**config.mk**
```make
export PLATFORM = sky130hd
export DESIGN_NAME = bcr_branch_call_return
export DESIGN_NICKNAME = d
export VERILOG_FILES = /design/src/logic/bcr_pkg.sv /design/src/logic/bcr_decode.sv /design/src/logic/bcr_branch_call_return.sv
export VERILOG_INCLUDE_DIRS = /design/src /design/src/logic
export SDC_FILE = /design/constraint.sdc
export NUM_CORES = 1
export LEC_CHECK = 0
export BUFFER_PORTS_ARGS = -buffer_cell sky130_fd_sc_hd__buf_2
export CAP_MARGIN = 40
export CORE_UTILIZATION = 45
export CTS_CLUSTER_SIZE = 12
export DETAILED_ROUTE_END_ITERATION = 8
export PLACE_DENSITY_LB_ADDON = 0.08
export SLEW_MARGIN = 20
export SYNTH_ARGS = -nofsm -noshare
export SYNTH_HDL_FRONTEND = slang
export SYNTH_HIERARCHICAL = 1
export SYNTH_SLANG_ARGS = --single-unit
```
**constraint.sdc**
```tcl
create_clock -name clk_sys -period 4.64 [get_ports clk_sys]
set_input_delay 0.928 -clock clk_sys [delete_from_list [all_inputs] [get_ports clk_sys]]
set_output_delay 0.928 -clock clk_sys [all_outputs]
set_load 0.1 [all_outputs]
```
**src/logic/bcr_cfg.svh**
```systemverilog
// Constants for the branch, call and return decoder.
// Assumes 16-bit instruction words: opcode 15-11, field 10-8, op 7-4, operand 3-0.
`ifndef BCR_CFG_SVH
`define BCR_CFG_SVH
`define BCR_OP_CALL 5'h1c
`define BCR_OP_SYS 5'h07
`define BCR_OP_JUMP_BASE 5'h0c
`define BCR_OP_JUMP_TOP 5'h0f
`define BCR_SUB_JUMP_IND 4'h4
`define BCR_SUB_CALL_IND 4'h5
`define BCR_SUB_SYSCALL 4'h0
`define BCR_SUB_RET 4'he
`define BCR_SUB_MISC 4'hf
`define BCR_F_RET 3'h0
`define BCR_F_RETSKIP 3'h1
`define BCR_F_INTERRUPT_RETURN 3'h4
`define BCR_F_IRQ_ALLOW 3'h0
`define BCR_F_IRQ_BLOCK 3'h1
`define BCR_F_STOP 3'h2
`define BCR_F_HALT 3'h3
`define BCR_F_NOP 3'h4
`define BCR_PC_W 13
`define BCR_SP_W 3
`define BCR_SP_RST 3'h0
`define BCR_PC_RST 13'h0000
`define BCR_SAVED_W 4
`define BCR_STACK_DEPTH 8
`define BCR_F_PLAIN 3'h0
`define BCR_OPND_NONE 4'h0
`define BCR_PAGE_ZERO 2'h0
`define BCR_SYS_MID 4'h0
`define BCR_SAVED_RST 4'h0
`define BCR_COND_RST 4'h0
`endif

```
**src/logic/bcr_pkg.sv**
```systemverilog
// Types shared by the branch, call and return decoder.
// Assumes bcr_cfg.svh is on the include path.
`include "bcr_cfg.svh"
package bcr_pkg;
	typedef enum logic [3:0]
	{
		BCR_NONE = 4'h0,
		BCR_JUMP = 4'h1,
		BCR_JUMP_IND = 4'h3,
		BCR_CALL = 4'h2,
		BCR_CALL_IND = 4'h6,
		BCR_SYSCALL = 4'h7,
		BCR_RET = 4'h5,
		BCR_RETSKIP = 4'h4,
		BCR_INTERRUPT_RETURN = 4'hc,
		BCR_IRQ_ALLOW = 4'hd,
		BCR_IRQ_BLOCK = 4'hf,
		BCR_STOP = 4'he,
		BCR_HALT = 4'ha,
		BCR_NOP = 4'hb
	} bcr_op_t;
	typedef struct packed
	{
		bcr_op_t op;
		logic [1:0] page;
		logic [10:0] addr;
		logic [3:0] cond;
	} bcr_dec_t;
endpackage

```
**src/logic/bcr_decode.sv**
```systemverilog
// Combinational instruction classifier for control-flow words.
// Assumes a full 16-bit instruction word and a variant selector.
`timescale 1ns/1ps
`include "bcr_cfg.svh"
module bcr_decode
	import bcr_pkg::*;
(
	input wire logic [15:0] instr,
	input wire logic smallRom,
	output bcr_dec_t dec
);
	wire [4:0] opc = instr[15:11];
	wire [2:0] fld = instr[10:8];
	wire [3:0] sub = instr[7:4];
	wire isSys = (opc == `BCR_OP_SYS);
	wire isJump = smallRom ? (opc == `BCR_OP_JUMP_BASE)
		: (opc >= `BCR_OP_JUMP_BASE && opc <= `BCR_OP_JUMP_TOP);
	wire isRetGrp = isSys && sub == `BCR_SUB_RET && instr[3:0] == `BCR_OPND_NONE;
	wire isMisc = isSys && sub == `BCR_SUB_MISC;
	bcr_op_t op;
	// Classify the word; unknown words fall through to none
	always_comb
	begin
		op = BCR_NONE;
		if (isJump)
			op = BCR_JUMP;
		else if (opc == `BCR_OP_CALL)
			op = BCR_CALL;
		else if (isSys && sub == `BCR_SUB_JUMP_IND && fld == `BCR_F_PLAIN)
			op = BCR_JUMP_IND;
		else if (isSys && sub == `BCR_SUB_CALL_IND && fld == `BCR_F_PLAIN)
			op = BCR_CALL_IND;
		else if (isSys && sub == `BCR_SUB_SYSCALL)
			op = BCR_SYSCALL;
		else if (isRetGrp && fld == `BCR_F_RET)
			op = BCR_RET;
		else if (isRetGrp && fld == `BCR_F_RETSKIP)
			op = BCR_RETSKIP;
		else if (isRetGrp && fld == `BCR_F_INTERRUPT_RETURN)
			op = BCR_INTERRUPT_RETURN;
		else if (isMisc && fld == `BCR_F_IRQ_ALLOW)
			op = BCR_IRQ_ALLOW;
		else if (isMisc && fld == `BCR_F_IRQ_BLOCK)
			op = BCR_IRQ_BLOCK;
		else if (isMisc && fld == `BCR_F_STOP)
			op = BCR_STOP;
		else if (isMisc && fld == `BCR_F_HALT)
			op = BCR_HALT;
		else if (isMisc && fld == `BCR_F_NOP)
			op = BCR_NOP;
	end
	// Small variant has no page field, larger ones take opcode low bits
	assign dec.op = op;
	assign dec.page = smallRom ? `BCR_PAGE_ZERO : opc[1:0];
	assign dec.addr = instr[10:0];
	assign dec.cond = instr[3:0];
endmodule

```
**src/logic/bcr_branch_call_return.sv**
```systemverilog
// Control-flow executor: branches, calls, returns, interrupt enable, standby.
// Assumes one instruction presented per cycle with instrValid; pcNext is the return address.
`timescale 1ns/1ps
`include "bcr_cfg.svh"
module bcr_branch_call_return
	import bcr_pkg::*;
(
	input wire logic clk_sys,
	input wire logic resetn,
	input wire logic instrValid,
	input wire logic [15:0] instr,
	input wire logic smallRom,
	input wire logic [12:0] pcNext,
	input wire logic [12:0] indirectTargetRegister,
	input wire logic [3:0] interruptSavedStateIn,
	output logic [12:0] pcOut,
	output logic pcLoad,
	output logic skipNext,
	output logic [2:0] stackPointer,
	output logic [12:0] addressStackTop,
	output logic systemCallFlag,
	output logic interruptEnableFlag,
	output logic [3:0] interruptSavedState,
	output logic interruptSavedLoad,
	output logic stopReq,
	output logic haltReq,
	output logic [3:0] standbyCond
);
	bcr_dec_t dec;
	logic [12:0] stack_q [`BCR_STACK_DEPTH];
	logic [3:0] intSave_q [`BCR_STACK_DEPTH];
	logic [2:0] sp_q;
	logic [12:0] pc_q;
	logic pcLoad_q, skip_q, sys_q, ien_q, isl_q, stop_q, halt_q;
	logic [3:0] saved_q, cond_q;

	bcr_decode uDecode
	(
		.instr(instr),
		.smallRom(smallRom),
		.dec(dec)
	);

	function automatic logic [2:0] spStep(input logic [2:0] sp, input logic up);
		spStep = up ? 3'(sp + 3'h1) : 3'(sp - 3'h1);
	endfunction

	// An operation fires only when its word is valid this cycle
	function automatic logic fire(input bcr_dec_t d, input bcr_op_t want, input logic valid);
		fire = valid && (d.op == want);
	endfunction

	// Execute strobes
	// Words that are not control flow leave every strobe low
	wire go = instrValid;
	wire doCall = fire(dec, BCR_CALL, go);
	wire doCallInd = fire(dec, BCR_CALL_IND, go);
	wire doSys = fire(dec, BCR_SYSCALL, go);
	wire doPush = doCall || doCallInd || doSys;
	wire doRet = fire(dec, BCR_RET, go);
	wire doRetSkip = fire(dec, BCR_RETSKIP, go);
	wire doReti = fire(dec, BCR_INTERRUPT_RETURN, go);
	wire doPop = doRet || doRetSkip || doReti;
	wire doJump = fire(dec, BCR_JUMP, go);
	wire doJumpInd = fire(dec, BCR_JUMP_IND, go);

	// Interrupt enable and standby strobes
	wire doIrqAllow = fire(dec, BCR_IRQ_ALLOW, go);
	wire doIrqBlock = fire(dec, BCR_IRQ_BLOCK, go);
	wire doStop = fire(dec, BCR_STOP, go);
	wire doHalt = fire(dec, BCR_HALT, go);
	wire doStandby = doStop || doHalt;
	wire [2:0] spDec = spStep(sp_q, 1'b0);
	wire [2:0] spInc = spStep(sp_q, 1'b1);
	wire [12:0] topVal = stack_q[sp_q];
	wire [3:0] topSaved = intSave_q[sp_q];

	// Target PC selection
	// Priority order is harmless: at most one strobe is high at a time
	wire [12:0] callTgt = {`BCR_PAGE_ZERO, dec.addr};
	wire [12:0] sysTgt = {`BCR_PAGE_ZERO, instr[10:8], `BCR_SYS_MID, dec.cond};
	wire [12:0] jumpTgt = {dec.page, dec.addr};
	wire [12:0] pcD = doCall ? callTgt
		: (doCallInd || doJumpInd) ? indirectTargetRegister
		: doSys ? sysTgt
		: doPop ? topVal
		: doJump ? jumpTgt
		: pc_q;
	wire pcLoadD = doCall || doCallInd || doSys || doPop || doJump || doJumpInd;

	// Stack pointer: pre-decrement on push, post-increment on pop
	// Pointer wraps modulo eight, matching the eight-entry stack
	always_ff @(posedge clk_sys or negedge resetn)
	begin
		if (!resetn)
			sp_q <= `BCR_SP_RST;
		else if (doPush)
			sp_q <= spDec;
		else if (doPop)
			sp_q <= spInc;
	end

	// Address stack and interrupt save stack storage
	// No reset: entries stay unknown until pushed
	// A ninth push overwrites the oldest return address without warning
	always_ff @(posedge clk_sys)
	begin
		if (doPush)
		begin
			stack_q[spDec] <= pcNext;
			intSave_q[spDec] <= interruptSavedStateIn;
		end
	end

	// Program counter and its load strobe
	always_ff @(posedge clk_sys or negedge resetn)
	begin
		if (!resetn)
		begin
			pc_q <= `BCR_PC_RST;
			pcLoad_q <= 1'b0;
		end
		else
		begin
			pc_q <= pcD;
			pcLoad_q <= pcLoadD;
		end
	end

	// System-call flag is sticky; only reset clears it
	always_ff @(posedge clk_sys or negedge resetn)
	begin
		if (!resetn)
			sys_q <= 1'b0;
		else if (doSys)
			sys_q <= 1'b1;
	end

	// Interrupt enable follows the last allow or block word
	always_ff @(posedge clk_sys or negedge resetn)
	begin
		if (!resetn)
			ien_q <= 1'b0;
		else if (doIrqAllow)
			ien_q <= 1'b1;
		else if (doIrqBlock)
			ien_q <= 1'b0;
	end

	// One-cycle pulses: skip, saved-state load, stop and halt
	always_ff @(posedge clk_sys or negedge resetn)
	begin
		if (!resetn)
		begin
			skip_q <= 1'b0;
			isl_q <= 1'b0;
			stop_q <= 1'b0;
			halt_q <= 1'b0;
		end
		else
		begin
			skip_q <= doRetSkip;
			isl_q <= doReti;
			stop_q <= doStop;
			halt_q <= doHalt;
		end
	end

	// Saved interrupt state is taken from the save stack on interrupt return
	always_ff @(posedge clk_sys or negedge resetn)
	begin
		if (!resetn)
			saved_q <= `BCR_SAVED_RST;
		else if (doReti)
			saved_q <= topSaved;
	end

	// Standby condition holds the operand of the last stop or halt
	always_ff @(posedge clk_sys or negedge resetn)
	begin
		if (!resetn)
			cond_q <= `BCR_COND_RST;
		else if (doStandby)
			cond_q <= dec.cond;
	end

	assign pcOut = pc_q;
	assign pcLoad = pcLoad_q;
	assign skipNext = skip_q;
	assign stackPointer = sp_q;
	assign systemCallFlag = sys_q;
	assign interruptEnableFlag = ien_q;
	assign interruptSavedState = saved_q;
	assign interruptSavedLoad = isl_q;
	assign stopReq = stop_q;
	assign haltReq = halt_q;
	assign standbyCond = cond_q;

	// Stack top shown registered; follows the pointer one cycle later
	// Registered so that the output comes straight from a flip-flop
	logic [12:0] top_q;
	always_ff @(posedge clk_sys or negedge resetn)
	begin
		if (!resetn)
			top_q <= `BCR_PC_RST;
		else
			top_q <= topVal;
	end
	assign addressStackTop = top_q;
endmodule

```
# [After elaboration in Yosys (flattened, before gate mapping)]
# Memory sizes are Yosys's and may differ from the RTL's. A register that Yosys moved wholly into a read port is not among the register bits.
# Cells that the tools add are included.
[word_totals] output_inout_bits=44 memories=2 regBits=40 ramBits=136 inputBits=50
[classes] reduce_logical=45 n_addsub=2 order_cmp=2 eq_ne=23 muxes=26
[memory_table] name="stack_q" depth=8 width=13 rd=1 rd_ports_with_merged_regs=0 write_ports=1 line_no="bcr_branch_call_return.sv:30" text="logic [12:0] stack_q [`BCR_STACK_DEPTH];"
[memory_table] name="intSave_q" depth=8 width=4 rd=1 rd_ports_with_merged_regs=1 write_ports=1 line_no="bcr_branch_call_return.sv:31" text="logic [3:0] intSave_q [`BCR_STACK_DEPTH];"
[ops] cell="$mux W13" count=5
[ops] cell="$mux W4" count=13
[ops] cell="$logic_and A1 B1 Y1" count=29
[ops] cell="$eq A4 B4 Y1 const B" count=7
[ops] cell="$eq A4 B3 Y1 const B" count=6
[ops] cell="$logic_or A1 B1 Y1" count=9
[ops] cell="$eq A4 B2 Y1 const B" count=2
[ops] cell="$logic_not A4 Y1" count=2
[ops] cell="$eq A3 B2 Y1 const B" count=2
[ops] cell="$mux W3" count=2
[ops] cell="$eq A5 B3 Y1 const B" count=1
[ops] cell="$eq A5 B4 Y1 const B" count=1
[ops] cell="$eq A5 B5 Y1 const B" count=1
[ops] cell="$ge A5 B4 Y1 const B" count=1
[ops] cell="$le A5 B4 Y1 const B" count=1
[ops] cell="$mux W1" count=5
[ops] cell="$reduce_bool A5 Y1" count=1
[ops] cell="$eq A4 B1 Y1 const B" count=1
[ops] cell="$reduce_bool A2 Y1" count=2
[ops] cell="$add A3 B1 Y3 const B" count=1
[ops] cell="$eq A3 B1 Y1 const B" count=1
[ops] cell="$eq A3 B3 Y1 const B" count=1
[ops] cell="$logic_not A3 Y1" count=1
[ops] cell="$sub A3 B1 Y3 const B" count=1
[ops] cell="other kinds (2)" count=2

# [Longest topological paths before layout]
[logic_depth] depth_word=24 ltp_mapped=12 ltp_nobuf=10

# [By module]
# The synthesis kept the hierarchy.
[modules_own_cells] mod="bcr_branch_call_return" n_inst=1 cells_per_inst=417 area_each_um2=7204.4
[modules_own_cells] mod="bcr_decode" n_inst=1 cells_per_inst=52 area_each_um2=340.3

# [Least setup slack after synthesis]
# No wires, ideal clock.
[synth_timing] path_type="input to register" from="input instr[10]" to="memory intSave_q[3][0], enable pin" arrival_time_ps=4072 path_stages=8 path_slack_ps=133 required_time_ps=4205 cell_sequence="nor3_1 a21o_1 a22oi_1 o21ai_0 inv_1 nor2_1 o21ai_1 nor4_1"
[synth_rtl] item="start, declared" line_no="bcr_branch_call_return.sv:11" text="input wire logic [15:0] instr,"
[synth_rtl] item="end, declared" line_no="bcr_branch_call_return.sv:31"

==> results.txt <==
* Status: finished, final reports clean
- For the pin with the worst max-slew slack, the measured transition is 0.759 ns.
- The hold violation count in the final report is 0.
* Number of flops mapped to enable cells by yosys: 136
- The first global-routing pass estimated 26100 um of wire.
- Setup repair after global routing left no endpoint under its margin.
- The later pin in the worst-skew pair is clocked with a latency of 0.43 ns.
- Once the floorplan was initialized, standard cells occupied 46.8% of the core.
- Top cells by count, synth: sky130_fd_sc_hd__edfxtp_1, sky130_fd_sc_hd__dfrtp_1, sky130_fd_sc_hd__nand2_1
* Leakage power: 3.34 nW
- Area of the die: 0.0173 sq mm
- The worst setup path is launched from an input pin.
* Setup crit end kind: flop
* WL/cell: 21.1 um
* Proportion of netlist area held by the largest area contributor: 54.1%
- In the routed layout, each cell is associated on average with a via count of 5.62.
- Highest ir drop seen on vdd: 292 uV
- In this run, synthesis produced a sequential element count of 180.
- Fraction of layout instances using a drive strength above 1: 33.4%
- The final critical path takes up 70.5% of the cycle.
- Hold repair after CTS inserted 0 buffers.
- The floorplan step set the die height to 131 um.
- Root buf cell: sky130_fd_sc_hd__clkbuf_16
* Count of synthesis-stage warnings from yosys: 6
* Clock transition at path regs: 0.07 ns
- Cell variety after synth: 49
* Htree depth: 4
- Fill cells in the final layout number 1315.
* Number of cells upsized or downsized after cts: 0
- Max Fanout on Critical Path: 17
- Timing-limited maximum frequency: 306 MHz
* Critical path start-end classification: input pin to flop
- Setup violations remaining at the end of the flow were counted as 0.
* Most numerous cell in the Yosys netlist: sky130_fd_sc_hd__edfxtp_1
* Top routing layer in use: met4
* Synth area leaders: sky130_fd_sc_hd__edfxtp_1, sky130_fd_sc_hd__dfrtp_1, sky130_fd_sc_hd__mux4_2, sky130_fd_sc_hd__mux4_1, sky130_fd_sc_hd__nand2_1
- Detailed routing placed a total of 993 um of wire on met3.
* Pins over their slew limit: 0
- Clock tree from TritonCTS: done
- The count of nets left with antenna violations once routing finished came out at 0.
- Total CTS buffers: 17
- Remaining global-route overflow: 0
- After synthesis the cells add up to 0.00754 sq mm.
* Antenna violations before repair: 0
- At the end of routability-driven placement, the weighted congestion stood at 0.923.
- Before antenna repair, the detailed router went through 7 iterations.
- Count of clock tree sinks: 180
- In the final timing run, aggregate negative setup slack is 0 ns.
- I/O pin total: 94
* Gate count after technology mapping: 469
- The design draws 4.78 mW.
- Arrival time of data at the critical path endpoint: 3.38 ns
* Max Buffers Root-to-Sink: 2
- Synth area leader: sky130_fd_sc_hd__edfxtp_1
* Number of design-rule violations left by the first detailed-router iteration: 409
* Setup clock skew after layout: 0.00933 ns
- Post-synthesis sequential area ratio: 68.7%
- Detailed routing inserted a total of 4459 vias.
- Via count of the first global-routing pass: 4491
- Total global routing track utilization: 20.5%
- For the worst setup path, the data required time is 4.74 ns.
- In this run the standard cell core region covers 0.0161 sq mm.
* Relative slew margins: 48.9%
- Power spread over the standard cell area amounts to 543 mW/mm^2.
- Entering global routing, the biggest net connects 45 pins.
* Syn Nets: 521
- Mean post-synth cell area: 16.1 sq um
- Final HPWL DP: 11100 um
* Number of nets in the finished design: 616
* Standard-cell rows: 46
* Hold Path Class: flop to flop
- For this run, design rule violations remaining after detail routing come to 0.
- Metal1 wirelength: 7460 um
- Summed over all layers, the routed wires come to 16700 um.
* Post-synth top flop: sky130_fd_sc_hd__edfxtp_1
* Area growth syn-to-layout: 16.7%
- Number of max-capacitance violations reported: 0
- Detailed route wirelength on metal2: 8070 um
* Final Critical Period: 3.27 ns
* ANT cells: 0
- Of all flip-flops after synthesis, the portion carrying an async set or reset was 24.4%.
- Width of the die: 131 um
* # port buffers: 93
* Setup repair bufs after CTS: 0
==> power by group <==
part	switching (mW)	internal [mW]	leakage, nW
sequential	0.0459	1.84	1.78
combinational	1.15	0.348	1.27
clock	0.630	0.765	0.294
==> critical path, cell delays in order <==
cell,delay [ns]
sky130_fd_sc_hd__buf_2,0.16
sky130_fd_sc_hd__nor3_1,0.43
sky130_fd_sc_hd__a21o_1,0.19
sky130_fd_sc_hd__a22oi_1,0.06
sky130_fd_sc_hd__o21ai_0,0.21
sky130_fd_sc_hd__buf_4,0.27
sky130_fd_sc_hd__inv_1,0.11
sky130_fd_sc_hd__nor2_1,0.14
sky130_fd_sc_hd__o21ai_1,0.24
sky130_fd_sc_hd__nor4_2,0.29
sky130_fd_sc_hd__buf_4,0.34
==> path summary, 6_finish.rpt <==
check,start,end,slack [ns],depth (start not counted)
min in group asynchronous,resetn,pcLoad,0.58,2
setup reg to reg,stackPointer[0],stack_q[6][8],2.36,6
setup / recovery,instr[10],stack_q[3][4],1.37,11
hold reg to reg,systemCallFlag,systemCallFlag,0.46,1
max in group asynchronous,resetn,stackPointer[1],3.61,2
hold / removal,systemCallFlag,systemCallFlag,0.46,1
==> metal layers <==
layer / up-vias / GRT usage, %
li1: 2020 / -
met4: 0 / 6.40
met3: 19 / 4.71
met1: 2256 / 27.6
met5: - / 0
met2: 164 / 33.0
==> layout make-up <==
class	count	area (sq um)	area share [%]
multi-input cells	244	2100	23.9
clock inverters	13	114	1.29
clock buffers	19	475	5.40
well taps	216	270	3.07
inverters	7	26.3	0.298
flip-flops and latches	180	5190	58.9
repair buffers	114	628	7.13
==> metrics by stage <==
stage	area (sq um)	hold WS [ns]	setup WS (ns)	cells	util (%)
after floorplan	7540	0.632	0.133	469	-
after global placement	8190	0.453	1.10	758	50.8
after global routing	8800	0.479	1.13	793	54.6
after CTS	8800	0.470	1.44	793	54.6
final	8800	0.460	1.37	793	54.6
after detailed placement	8220	0.454	0.993	761	51.0
==> layout by cell type (no fill, tap or decap), drive strengths merged, types with 10 or more instances in the layout <==
cell | synthesis | final
nor2 | 38 | 38
nand2 | 43 | 43
inv | 7 | 12
edfxtp | 136 | 136
a21oi | 12 | 12
dfrtp | 44 | 44
a22oi | 12 | 12
mux4 | 34 | 34
nor3 | 10 | 10
clkbuf | 4 | 19
o21ai | 10 | 10
buf | 34 | 114
==> state kept, by name, summed over array words and instances (netlist names) <==
name / cells
interruptEnableFlag: 1
stopReq: 1
addressStackTop: 13
pcOut: 13
systemCallFlag: 1
standbyCond: 4
intSave_q: 32
stackPointer: 3
stack_q: 104
interruptSavedState: 4
interruptSavedLoad: 1
skipNext: 1
pcLoad: 1
haltReq: 1
==> cells by family after synthesis <==
kind of cell / Yosys count / share of synthesized area [%]
buffers and inverters: 45 / 3.81
multiplexers: 46 / 12.3
AO/OA/AOI/OAI: 78 / 7.41
adder cells (fa/ha/maj): 2 / 0.332
AND/OR/NAND/NOR: 113 / 6.82
flip-flops: 180 / 68.7
XOR/XNOR: 5 / 0.580
Power figures use the tool's default switching activity.
